## src/logic/dip_pkg.sv

```systemverilog
// package for the dual-issue pairing and branch prediction block
package dip_pkg;
    // instruction classes as presented by the decoders
    typedef enum logic [3:0] {
        CLS_MOV     = 4'h0,
        CLS_ALU     = 4'h1,
        CLS_INCDEC  = 4'h2,
        CLS_PUSH    = 4'h3,
        CLS_POP     = 4'h4,
        CLS_LEA     = 4'h5,
        CLS_JMP     = 4'h6,
        CLS_JCC     = 4'h7,
        CLS_CALL    = 4'h8,
        CLS_NOP     = 4'h9,
        CLS_TEST    = 4'hA,
        CLS_SHIFT1  = 4'hB,
        CLS_CMP     = 4'hC,
        CLS_ADCSBB  = 4'hD,
        CLS_PREFIX  = 4'hE,
        CLS_COMPLEX = 4'hF
    } dip_class_type;

    // issue control states
    typedef enum logic [1:0] {
        ST_RUN   = 2'b00,
        ST_RMW   = 2'b01,
        ST_FLUSH = 2'b10
    } dip_state_type;

    localparam int ADDR_W = 32;
    localparam int REG_W = 16;
    localparam int CNT_W = 3;
    localparam int IDX_W = 6;
    localparam int BTC_ENTRIES = 64;
    localparam int BANKS = 4;
    localparam int WAYS = 4;
    localparam int LINE_BYTES = 16;
    localparam int LINE_LSB = 4;
    localparam int TAG_W = ADDR_W - IDX_W - LINE_LSB;
    localparam logic [7:0] PFX_0F = 8'h0F;
    localparam logic [7:0] PFX_66 = 8'h66;
    localparam logic [7:0] PFX_67 = 8'h67;
    localparam logic [1:0] PRED_SNT = 2'h0;
    localparam logic [1:0] PRED_WNT = 2'h1;
    localparam logic [1:0] PRED_WT = 2'h2;
    localparam logic [1:0] PRED_ST = 2'h3;
    localparam logic [CNT_W-1:0] RMW_MEM_DST_CLKS = 3'h3;
    localparam logic [CNT_W-1:0] RMW_MEM_SRC_CLKS = 3'h2;
    localparam logic [CNT_W-1:0] RMW_PAIR_EXTRA = 3'h2;
    localparam logic [CNT_W-1:0] PEN_UNCOND = 3'h3;
    localparam logic [CNT_W-1:0] PEN_U_COND = 3'h3;
    localparam logic [CNT_W-1:0] PEN_V_COND = 3'h4;
    localparam int SPEC_FETCH_BYTES = 100;
    localparam int PRED_DIS_BIT = 0;
endpackage : dip_pkg

```

## src/logic/dip_core.sv

```systemverilog
// dual-issue pairing check and branch prediction control
// Contract
// - issue at most two per clock; pair only two simple instructions
// - no pairing across register or flag write dependencies, explicit or implicit
// - displacement plus immediate instructions issue alone
// - prefixed instructions go u only, 0FH conditional jump exempt, enhanced exempts more
// - each prefix byte issues as a one-byte instruction; enhanced exempts 0FH
// - memory-destination ALU takes three clocks, memory-source two, both still simple
// - move, ALU, inc/dec, push, pop reg, lea, near branch, nop, test are simple
// - branches pair only as second instruction, never with the following one
// - shift or rotate by one, shift by immediate pair only as first
// - flag-setting ALU in u never pairs with carry-using op in v
// - compare then branch and push-push or pop-pop pairs are allowed
// - two paired memory ALU instructions add two clocks to three
// - paired results equal those of sequential execution
// - cache looked up with decode address; four-state predictor per entry
// - cache miss predicts not taken; correct prediction never stalls or flushes
// - near branches and calls execute in one clock, may pair
// - misprediction flushes both pipes; penalty three, or four for v conditional
// - fetch may run past segment limit; executing past it faults
// - never fetch from pages not present or not permitted
// - disable bit stops prediction; directory base load flushes the cache
// - enhanced lookup uses prefetch address over 16 bytes, four 4-way banks; the code has one direct-mapped 64-entry cache in both modes
// - v instruction is always the next sequential after u
// - prefixes issue to u one per clock, base pairs after them
module dip_core
    import dip_pkg::*;
#(
    parameter bit ENHANCED = 1'b0
) (
    input wire logic I_SYS_CLK, // core clock
    input wire logic I_SYS_RST, // sync reset, high
    input wire logic i_u_valid, // first candidate present
    input wire logic [3:0] i_u_class, // first candidate class
    input wire logic [7:0] i_u_prefix, // first candidate prefix byte, 0 if none
    input wire logic i_u_disp_imm, // first has disp and imm
    input wire logic i_u_mem_dst, // first writes memory via ALU
    input wire logic i_u_mem_src, // first reads memory via ALU
    input wire logic [REG_W-1:0] i_u_wr, // first write set, flags included
    input wire logic i_v_valid, // second candidate present
    input wire logic [3:0] i_v_class, // second candidate class
    input wire logic [7:0] i_v_prefix, // second prefix byte
    input wire logic i_v_disp_imm, // second has disp and imm
    input wire logic i_v_mem_dst, // second writes memory via ALU
    input wire logic [REG_W-1:0] i_v_rd, // second read set
    input wire logic [REG_W-1:0] i_v_wr, // second write set
    input wire logic [ADDR_W-1:0] i_lookup_addr, // decode or prefetch address
    input wire logic i_resolve, // branch resolved this clock
    input wire logic [ADDR_W-1:0] i_res_addr, // resolved branch address
    input wire logic i_res_taken, // actual direction
    input wire logic i_res_mispredict, // direction or target wrong
    input wire logic i_res_cond, // resolved branch is conditional
    input wire logic i_res_vpipe, // resolved in v pipe
    input wire logic i_exec_addr_ok, // next execution within segment limit
    input wire logic i_fetch_req, // prefetcher wants a code fetch
    input wire logic i_page_ok, // page present with rights
    input wire logic i_pred_disable, // prediction disable control, bit 0
    input wire logic i_dir_base_load, // directory base register loaded
    input wire logic i_burst_ready_n, // code fetch acknowledge pin
    output logic O_ISSUE_U, // u instruction issued
    output logic O_ISSUE_V, // v instruction paired
    output logic O_STALL, // decode held
    output logic O_FLUSH, // flush both pipes
    output logic O_PRED_HIT, // cache hit at lookup
    output logic O_PRED_TAKEN, // predicted taken
    output logic O_FETCH, // code fetch cycle started
    output logic O_FETCH_DONE, // code fetch acknowledged
    output logic O_GP_FAULT // segment limit fault
);
    typedef struct packed {
        dip_state_type state;
        logic [CNT_W-1:0] cnt;
        logic [BTC_ENTRIES-1:0] vld;
        logic [BTC_ENTRIES-1:0][TAG_W-1:0] tag;
        logic [BTC_ENTRIES-1:0][1:0] ctr;
        logic prev_branch;
        logic [1:0] rdy_sync;
        logic fetch_busy;
        logic issue_u; // u issue pulse
        logic issue_v; // v pairing pulse
        logic stall; // decode held
        logic flush; // flush pulse
        logic hit; // lookup hit
        logic taken; // predicted taken
        logic fetch; // fetch start pulse
        logic done; // fetch acknowledged
        logic gp; // limit fault pulse
    } dip_regs_type;

    dip_regs_type r, next_r;
    dip_class_type uc, vc;
    logic u_simple, v_simple, u_branch, v_branch, u_flagset, v_flagset;
    logic v_pfx_ok, u_pfx_sep, dep_ok, can_pair;
    logic [IDX_W-1:0] lk_idx, rs_idx;
    logic [TAG_W-1:0] lk_tag, rs_tag;
    logic lk_hit;
    logic [REG_W-1:0] flag_mask;

    assign uc = dip_class_type'(i_u_class);
    assign vc = dip_class_type'(i_v_class);
    assign flag_mask = {1'b1, {(REG_W-1){1'b0}}}; // top bit of a set is the flags

    // simple classes share one test; shift-by-one counts only in u
    function automatic logic is_simple(input dip_class_type c);
        case (c)
            CLS_MOV, CLS_ALU, CLS_INCDEC, CLS_PUSH, CLS_POP, CLS_LEA, CLS_JMP, CLS_JCC, CLS_CALL,
            CLS_NOP, CLS_TEST, CLS_CMP, CLS_ADCSBB: is_simple = 1'b1;
            default: is_simple = 1'b0;
        endcase
    endfunction : is_simple

    // pairing decision
    always_comb begin
        u_simple = is_simple(uc) || (uc == CLS_SHIFT1);
        v_simple = is_simple(vc);
        u_branch = (uc == CLS_JMP) || (uc == CLS_JCC) || (uc == CLS_CALL);
        v_branch = (vc == CLS_JMP) || (vc == CLS_JCC) || (vc == CLS_CALL);
        u_flagset = (uc == CLS_ALU) || (uc == CLS_CMP) || (uc == CLS_INCDEC) || (uc == CLS_SHIFT1);
        v_flagset = (vc == CLS_ADCSBB) || (vc == CLS_JCC);
        // enhanced decode folds these bytes into the opcode
        u_pfx_sep = (i_u_prefix != 8'h00) && !(ENHANCED && (i_u_prefix == PFX_0F));
        v_pfx_ok = (i_v_prefix == 8'h00) || ((i_v_prefix == PFX_0F) && (vc == CLS_JCC))
            || (ENHANCED && ((i_v_prefix == PFX_0F) || (i_v_prefix == PFX_66)
            || (i_v_prefix == PFX_67)));
        dep_ok = ((i_u_wr & (i_v_rd | i_v_wr) & ~flag_mask) == '0);
        if ((uc == CLS_PUSH && vc == CLS_PUSH) || (uc == CLS_POP && vc == CLS_POP)) begin
            dep_ok = 1'b1;
        end
        if (u_flagset && v_flagset && !(uc == CLS_CMP && vc == CLS_JCC)) begin
            dep_ok = 1'b0;
        end
        if ((i_u_wr & i_v_rd & flag_mask) != '0 && !(uc == CLS_CMP && v_branch)) begin
            dep_ok = 1'b0;
        end
        can_pair = i_u_valid && i_v_valid && u_simple && v_simple
            && !u_pfx_sep && (uc != CLS_PREFIX) && (vc != CLS_PREFIX)
            && !i_u_disp_imm && !i_v_disp_imm
            && v_pfx_ok && dep_ok
            && !u_branch && !r.prev_branch;
    end

    // cache lookup, one entry per line index
    // direct-mapped trades hit rate for a single tag compare per clock
    // lines that share an index evict each other; correctness is unaffected,
    // only the prediction quality drops
    assign lk_idx = i_lookup_addr[LINE_LSB +: IDX_W];
    assign lk_tag = i_lookup_addr[ADDR_W-1 -: TAG_W];
    assign rs_idx = i_res_addr[LINE_LSB +: IDX_W];
    assign rs_tag = i_res_addr[ADDR_W-1 -: TAG_W];
    assign lk_hit = r.vld[lk_idx] && (r.tag[lk_idx] == lk_tag);

    // next-state logic
    always_comb begin
        next_r = r;
        next_r.rdy_sync = {r.rdy_sync[0], ~i_burst_ready_n};
        next_r.issue_u = 1'b0;
        next_r.issue_v = 1'b0;
        next_r.flush = 1'b0;
        next_r.fetch = 1'b0;
        next_r.done = 1'b0;
        next_r.gp = 1'b0;
        next_r.hit = lk_hit && !i_pred_disable;
        next_r.taken = lk_hit && !i_pred_disable && r.ctr[lk_idx][1];
        // fetch only to accessible pages; completion waits for burst ready
        if (!r.fetch_busy && i_fetch_req && i_page_ok) begin
            next_r.fetch = 1'b1;
            next_r.fetch_busy = 1'b1;
        end else if (r.fetch_busy && r.rdy_sync[1]) begin
            next_r.fetch_busy = 1'b0;
            next_r.done = 1'b1;
        end
        case (r.state)
            ST_RUN: begin
                if (i_resolve && i_res_mispredict) begin
                    next_r.flush = 1'b1;
                    next_r.state = ST_FLUSH;
                    next_r.cnt = (i_res_cond && i_res_vpipe) ? PEN_V_COND
                        : (i_res_cond ? PEN_U_COND : PEN_UNCOND);
                end else if (i_u_valid && !i_exec_addr_ok) begin
                    next_r.gp = 1'b1;
                end else if (i_u_valid) begin
                    // one-clock branches and simple ops retire here
                    next_r.issue_u = 1'b1;
                    next_r.issue_v = can_pair;
                    next_r.prev_branch = can_pair ? v_branch : u_branch;
                    if (can_pair && (i_u_mem_dst || i_u_mem_src) && i_v_mem_dst) begin
                        next_r.state = ST_RMW;
                        next_r.cnt = RMW_MEM_DST_CLKS + RMW_PAIR_EXTRA - 3'h1;
                    end else if (i_u_mem_dst) begin
                        next_r.state = ST_RMW;
                        next_r.cnt = RMW_MEM_DST_CLKS - 3'h1;
                    end else if (i_u_mem_src) begin
                        next_r.state = ST_RMW;
                        next_r.cnt = RMW_MEM_SRC_CLKS - 3'h1;
                    end
                end
            end
            ST_RMW, ST_FLUSH: begin
                next_r.cnt = r.cnt - 3'h1;
                if (r.cnt == 3'h1) begin
                    next_r.state = ST_RUN;
                end
            end
            default: next_r.state = ST_RUN;
        endcase
        next_r.stall = (next_r.state != ST_RUN);
        // predictor update on resolution; a taken miss allocates
        if (i_resolve && !i_pred_disable) begin
            if (r.vld[rs_idx] && r.tag[rs_idx] == rs_tag) begin
                if (i_res_taken && r.ctr[rs_idx] != PRED_ST) begin
                    next_r.ctr[rs_idx] = r.ctr[rs_idx] + 2'h1;
                end else if (!i_res_taken && r.ctr[rs_idx] != PRED_SNT) begin
                    next_r.ctr[rs_idx] = r.ctr[rs_idx] - 2'h1;
                end
            end else if (i_res_taken) begin
                next_r.vld[rs_idx] = 1'b1;
                next_r.tag[rs_idx] = rs_tag;
                next_r.ctr[rs_idx] = PRED_WT;
            end
        end
        if (i_dir_base_load) begin
            next_r.vld = '0;
        end
    end

    // single state register; reset clears the cache valid bits and all pulses
    // counters and predictor bits are cleared as well, though they are dead while invalid
    always_ff @(posedge I_SYS_CLK) begin
        if (I_SYS_RST) begin
            r <= '0;
        end else begin
            r <= next_r;
        end
    end

    // outputs straight from the state register, no logic behind them
    // so every output changes only on the clock edge
    assign O_ISSUE_U = r.issue_u;
    assign O_ISSUE_V = r.issue_v;
    assign O_STALL = r.stall;
    assign O_FLUSH = r.flush;
    assign O_PRED_HIT = r.hit;
    assign O_PRED_TAKEN = r.taken;
    assign O_FETCH = r.fetch;
    assign O_FETCH_DONE = r.done;
    assign O_GP_FAULT = r.gp;

    // checks
    chk_pair_simple: assert property (@(posedge I_SYS_CLK) disable iff (I_SYS_RST)
        can_pair |-> u_simple && v_simple) else $error("pair of non-simple instructions");
    chk_dispimm_single: assert property (@(posedge I_SYS_CLK) disable iff (I_SYS_RST)
        (i_u_disp_imm || i_v_disp_imm) |-> !can_pair) else $error("disp+imm paired");
    chk_v_needs_u: assert property (@(posedge I_SYS_CLK) disable iff (I_SYS_RST)
        O_ISSUE_V |-> O_ISSUE_U) else $error("v issued without u");
    chk_branch_first: assert property (@(posedge I_SYS_CLK) disable iff (I_SYS_RST)
        (i_u_valid && u_branch) |-> !can_pair) else $error("branch paired as first");
    chk_flush_v_pen: assert property (@(posedge I_SYS_CLK) disable iff (I_SYS_RST)
        (r.state == ST_RUN && i_resolve && i_res_mispredict && i_res_cond && i_res_vpipe)
        |=> O_FLUSH ##0 O_STALL [*4] ##1 !O_STALL) else $error("v penalty not four");
    chk_flush_u_pen: assert property (@(posedge I_SYS_CLK) disable iff (I_SYS_RST)
        (r.state == ST_RUN && i_resolve && i_res_mispredict && !(i_res_cond && i_res_vpipe))
        |=> O_FLUSH ##0 O_STALL [*3] ##1 !O_STALL) else $error("penalty not three");
    chk_no_bad_fetch: assert property (@(posedge I_SYS_CLK) disable iff (I_SYS_RST)
        O_FETCH |-> $past(i_page_ok)) else $error("fetch to inaccessible page");
    chk_pred_off: assert property (@(posedge I_SYS_CLK) disable iff (I_SYS_RST)
        $past(i_pred_disable) |-> !O_PRED_TAKEN) else $error("prediction while disabled");
    chk_cache_flush: assert property (@(posedge I_SYS_CLK) disable iff (I_SYS_RST)
        i_dir_base_load |=> !O_PRED_HIT [*1] or !lk_hit) else $error("cache not flushed");
    chk_adc_flag: assert property (@(posedge I_SYS_CLK) disable iff (I_SYS_RST)
        (uc == CLS_ALU && vc == CLS_ADCSBB) |-> !can_pair) else $error("alu paired with adc");
    cov_pair: cover property (@(posedge I_SYS_CLK) O_ISSUE_U && O_ISSUE_V);
    cov_flush: cover property (@(posedge I_SYS_CLK) O_FLUSH);
    cov_taken: cover property (@(posedge I_SYS_CLK) O_PRED_TAKEN);
    cov_fetch: cover property (@(posedge I_SYS_CLK) O_FETCH ##[1:20] O_FETCH_DONE);
    cov_rmw_pair: cover property (@(posedge I_SYS_CLK) O_ISSUE_V && O_STALL);

    // issue must stay quiet while a multi-clock op or a flush is counting
    chk_stall_quiet: assert property (@(posedge I_SYS_CLK) disable iff (I_SYS_RST)
        r.state != ST_RUN
        |=> !O_ISSUE_U)
        else $error("issue during stall");

    // prefix checks
    chk_prefix_single: assert property (@(posedge I_SYS_CLK) disable iff (I_SYS_RST)
        (i_u_prefix != 8'h00 && !(ENHANCED && i_u_prefix == PFX_0F))
        |-> !can_pair)
        else $error("prefixed u paired");

    chk_v_prefix: assert property (@(posedge I_SYS_CLK) disable iff (I_SYS_RST)
        (!ENHANCED && i_v_prefix != 8'h00 && !(i_v_prefix == PFX_0F && vc == CLS_JCC))
        |-> !can_pair)
        else $error("prefixed v paired");

    // dependency and position checks
    chk_dep_block: assert property (@(posedge I_SYS_CLK) disable iff (I_SYS_RST)
        ((i_u_wr & (i_v_rd | i_v_wr) & ~flag_mask) != '0 && !(uc == CLS_PUSH && vc == CLS_PUSH)
        && !(uc == CLS_POP && vc == CLS_POP)) |-> !can_pair)
        else $error("dependent pair issued");

    chk_shift_v: assert property (@(posedge I_SYS_CLK) disable iff (I_SYS_RST)
        vc == CLS_SHIFT1
        |-> !can_pair)
        else $error("shift paired as second");

    chk_after_branch: assert property (@(posedge I_SYS_CLK) disable iff (I_SYS_RST)
        r.prev_branch
        |-> !can_pair)
        else $error("paired after branch");

    // sequencing lengths
    chk_mem_dst_len: assert property (@(posedge I_SYS_CLK) disable iff (I_SYS_RST)
        (r.state == ST_RUN && !(i_resolve && i_res_mispredict) && i_u_valid && i_exec_addr_ok
        && i_u_mem_dst && !(can_pair && i_v_mem_dst)) |=> O_STALL ##1 O_STALL ##1 !O_STALL)
        else $error("mem destination length wrong");

    chk_rmw_pair_len: assert property (@(posedge I_SYS_CLK) disable iff (I_SYS_RST)
        (r.state == ST_RUN && !(i_resolve && i_res_mispredict) && i_u_valid && i_exec_addr_ok
        && can_pair && i_u_mem_dst && i_v_mem_dst) |=> O_STALL [*4] ##1 !O_STALL)
        else $error("paired rmw length wrong");

    // prediction checks
    chk_miss_not_taken: assert property (@(posedge I_SYS_CLK) disable iff (I_SYS_RST)
        !$past(lk_hit)
        |-> !O_PRED_TAKEN)
        else $error("miss predicted taken");

    chk_hit_off: assert property (@(posedge I_SYS_CLK) disable iff (I_SYS_RST)
        $past(i_pred_disable)
        |-> !O_PRED_HIT)
        else $error("hit while disabled");

    // fault and fetch checks
    chk_gp_no_issue: assert property (@(posedge I_SYS_CLK) disable iff (I_SYS_RST)
        O_GP_FAULT
        |-> !O_ISSUE_U)
        else $error("issued past limit");

    chk_one_fetch: assert property (@(posedge I_SYS_CLK) disable iff (I_SYS_RST)
        O_FETCH
        |=> !O_FETCH)
        else $error("fetch started while busy");
endmodule : dip_core

```

## config.mk

```make
export PLATFORM = sky130hd
export DESIGN_NAME = dip_core
export DESIGN_NICKNAME = d
export VERILOG_FILES = /design/src/logic/dip_pkg.sv /design/src/logic/dip_core.sv
export SDC_FILE = /design/constraint.sdc
export NUM_CORES = 2
export LEC_CHECK = 0
export BUFFER_PORTS_ARGS = -buffer_cell sky130_fd_sc_hd__clkbuf_2
export CORE_MARGIN = 5
export CORE_UTILIZATION = 26
export CTS_CLUSTER_DIAMETER = 120
export DETAILED_ROUTE_END_ITERATION = 6
export PLACE_DENSITY = 0.37
export SLEW_MARGIN = 20
export SYNTH_ARGS = -nofsm -noshare
export SYNTH_HDL_FRONTEND = slang
export SYNTH_SLANG_ARGS = --single-unit
```

## constraint.sdc

```tcl
create_clock -name I_SYS_CLK -period 5.54 [get_ports I_SYS_CLK]
set_input_delay 0.277 -clock I_SYS_CLK [delete_from_list [all_inputs] [get_ports I_SYS_CLK]]
set_output_delay 0.277 -clock I_SYS_CLK [all_outputs]
set_load 0.005 [all_outputs]
```

==> run_results.csv <==
group,metric,value,unit
cts,cts.clk_slew.worst_paths,0.06,ns
placement,place_hpwl,272000,µm
cts,postCtsSetupBuffers,0,
worst_setup_path,path_max_fanout,27,
cts,clock_path_buffers,4,
cts,cts_made_buffers,202,
worst_setup_path,required,6.27,ns
cts,clock-sinks,1618,
placement,placedCellCount,12244,
timing,max_freq,0.210,GHz
outcome,status,"finished, final reports clean",
yosys,ys_seq_area_share,37.6,%
drt,routed_wirelength,388000,µm
finish,largest_register_ffs,1608,
floorplan,rows,211,
finish,multi_input_area,49500,µm²
floorplan,core-area,330000,µm²
worst_setup_path,cp.arrival,5.50,ns
pwr,ir_drop,230,µV
floorplan,chipWidth,586,µm
floorplan,die-area,343000,µm²
floorplan,start_util,26.1,%
yosys,syn_area_per_cell,10.8,µm²
hold_path,hold_class,"in -> reg",
cts,ctsResizeCount,0,
global_route,grt_pass1_vias,65714,
global_route,grt_pass1_wl,543000,µm
timing,rsz0062_at_grt,"false",
finish,n_fill_cell,33364,
finish,final-seq-area,32400,µm²
worst_setup_path,setup.worst_path.end_class,"flop",
finish,drive_gt1_share,23.6,%
cts,cts_root_buffer,"clkbuf_16",
placement,routabilityCongestion,0.868,
worst_setup_path,critPathMaxStageDelay,0.54,ns
yosys,ys_warn_count,0,
finish,syn2layout_area_growth,19.4,%
yosys,synthCells,7977,
drt,vias,67483,
global_route,track_usage,22.0,%
placement,dpl-instance-area,95800,µm²
timing,slew_headroom,26.8,%
timing,min_period_over_period,86.1,%
timing,hold_violations,0,
placement,io_buffers,155,
global_route,grt-ovfl-total,0,
finish,instances_no_fill,12643,
worst_setup_path,cp_slowest_cell,"nor3_1",
yosys,ys_types,81,
drt,avgRoutedWirePerCell,30.7,µm
finish,nets,8268,
timing,tns,0,ns
floorplan,die-height,586,µm
pwr,power_density,269,nW/µm²
drt,postRouteAntennaNets,0,
drt,drt_iter0_drc,6638,
worst_setup_path,worstSetupPathType,"reg -> reg",
cts,htreeDepth,4,
finish,design_area,103000,µm²
pwr,leakage,47.2,nW
drt,viasPerCell,5.34,
finish,top_register,"r",
yosys,netlist_area,86100,µm²
floorplan,ios,165,
run,maxCapViolCount,0,
yosys,synth-main-ff-cell,"dfxtp_1",
timing,finalSetupViolations,0,
worst_setup_path,critPathLaunchType,"flop",
yosys,synth_edf_count,0,
cts,insertion_delay,0.90,ns
timing,worst-slew-pin-transition,1.07,ns
global_route,grt_max_degree,182,
timing,fin_skew,0.0685,ns
worst_setup_path,crit_chain,"mux4_2 -> a221oi_1 -> buf_4 -> nor2_1 -> nor3_1 -> xnor2_1 -> nor3_1 -> buf_4 -> and4_1 -> buf_12 -> nand4_1 -> buf_4 -> buf_12 -> nand4_1 -> buf_12 -> mux2i_1 -> nor2_1",
timing,period_needed,4.77,ns
timing,drv_slew,0,
yosys,async_flop_share,0,%
drt,first_pass_iters,6,
global_route,antenna_found_initial,27,
yosys,syn-num-nets,8139,
yosys,synth-seq-cells,1618,
drt,route.detailed.drc,0,
cts,cts_tree,"yes",
cell usage in the layout (no fill, tap or decap), drive strengths merged, types with 12 or more instances in the layout:
cell         instances
a22oi               97
dfxtp             1618
nor2              1533
a31oi               16
nand3              101
nor3b               19
mux2                50
nand4               29
and3                19
nand2              122
a211oi              12
a21o                52
o21ai               76
mux2i             1656
xnor2               24
dlygate4sd3         24
nand3b              23
inv                 86
buf                613
nor4                16
xor2                12
mux4               709
nor2b               17
a221oi             105
a21boi              65
o22ai               46
clkinv              30
clkbuf             455
a32oi               50
a22o                25
nand2b             138
bufinv              15
and3b               31
a21oi              128
a221o               13
nor3                96
metal layers:
| metal | global-route usage, % | part of all wire (%) | up-vias |
|---|---|---|---|
| li1 | - | - | 29463 |
| met1 | 31.3 | 46 | 35355 |
| met2 | 34.5 | 45 | 2234 |
| met3 | 3.03 | 5.6 | 431 |
| met4 | 6.86 | 3.3 | 0 |
| met5 | 0 | 0 | - |
power breakdown:
group | total [mW] | internal, mW | switching [mW]
sequential | 11.7 | 11.7 | 0.0152
clock | 13.8 | 8.20 | 5.63
combinational | 2.18 | 0.676 | 1.50
total | 27.7 | 20.5 | 7.15
cell usage after synthesis (43+ instances only):
cell type | count | area [µm²]
a21boi_0 | 65 | 488
a21o_1 | 52 | 390
a21oi_1 | 126 | 631
a221oi_1 | 105 | 920
a22oi_1 | 94 | 706
a32oi_1 | 48 | 420
buf_1 | 67 | 251
buf_2 | 107 | 536
buf_4 | 139 | 1040
clkbuf_1 | 516 | 1940
dfxtp_1 | 1618 | 32400
inv_1 | 76 | 285
mux2_2 | 48 | 541
mux2i_1 | 1656 | 16600
mux4_2 | 709 | 16000
nand2_1 | 122 | 458
nand2b_1 | 138 | 863
nand3_1 | 43 | 215
nand3_4 | 48 | 841
nor2_1 | 1533 | 5750
nor3_1 | 95 | 475
o21ai_0 | 76 | 380
o22ai_1 | 46 | 288
path summary, 6_finish.rpt:
kind | slack (ns) | start | end | cells after the start
max reg2reg | 0.77 | r[217] | r[1503] | 17
min | 0.08 | I_SYS_RST | r[97] | 3
max | 0.77 | r[217] | r[1503] | 17
min reg2reg | 0.44 | next_r[11] | r[11] | 1
what timing repair did:
item | 4_1_cts | 5_1_grt
endpoints found under the hold margin | 14 | 0
setup endpoints to repair | 0 | 0
hold buffers | 24 | 0
through the flow:
step | util (%) | hold slack [ns] | total power, mW | setup WS (ns)
floorplan | - | 0.344 | 13.1 | 0.743
detailed placement | 29.0 | 0.430 | 14.1 | 0.106
finish | 31.1 | 0.0751 | 27.7 | 0.771
global placement | 29.0 | 0.420 | 14.1 | 0.00915
global route | 31.1 | 0.0621 | 28.6 | 0.721
CTS | 31.1 | 0.000663 | 28.1 | 0.823
final cells by class:
class / count / area share [%]
sequential: 1618 / 31.5
inverter: 77 / 0.283
antenna: 8 / 0.0195
multi-input combinational: 5424 / 48.1
timing repair buffer: 783 / 8.15
clock inverter: 58 / 0.751
tap: 4366 / 5.31
clock buffer: 309 / 5.87
cells by family after synthesis:
group / Yosys count / synth area share, %
compound gates: 754 / 6.35
xor+xnor: 36 / 0.366
fa+ha+maj: 6 / 0.0872
buf+inv: 935 / 5.09
flops: 1618 / 37.6
mux: 2415 / 38.4
simple gates: 2213 / 12.1
worst max-delay path: cells and delay by family (launching register included):
family,cells,cell delay [ns]
AO/OA/AOI/OAI,1,0.44
XOR/XNOR,1,0.18
multiplexers,2,0.72
buffers and inverters,6,1.39
flip-flops,1,0.33
AND/OR/NAND/NOR,7,1.44
Note: power is estimated with default switching activity, not from simulation.
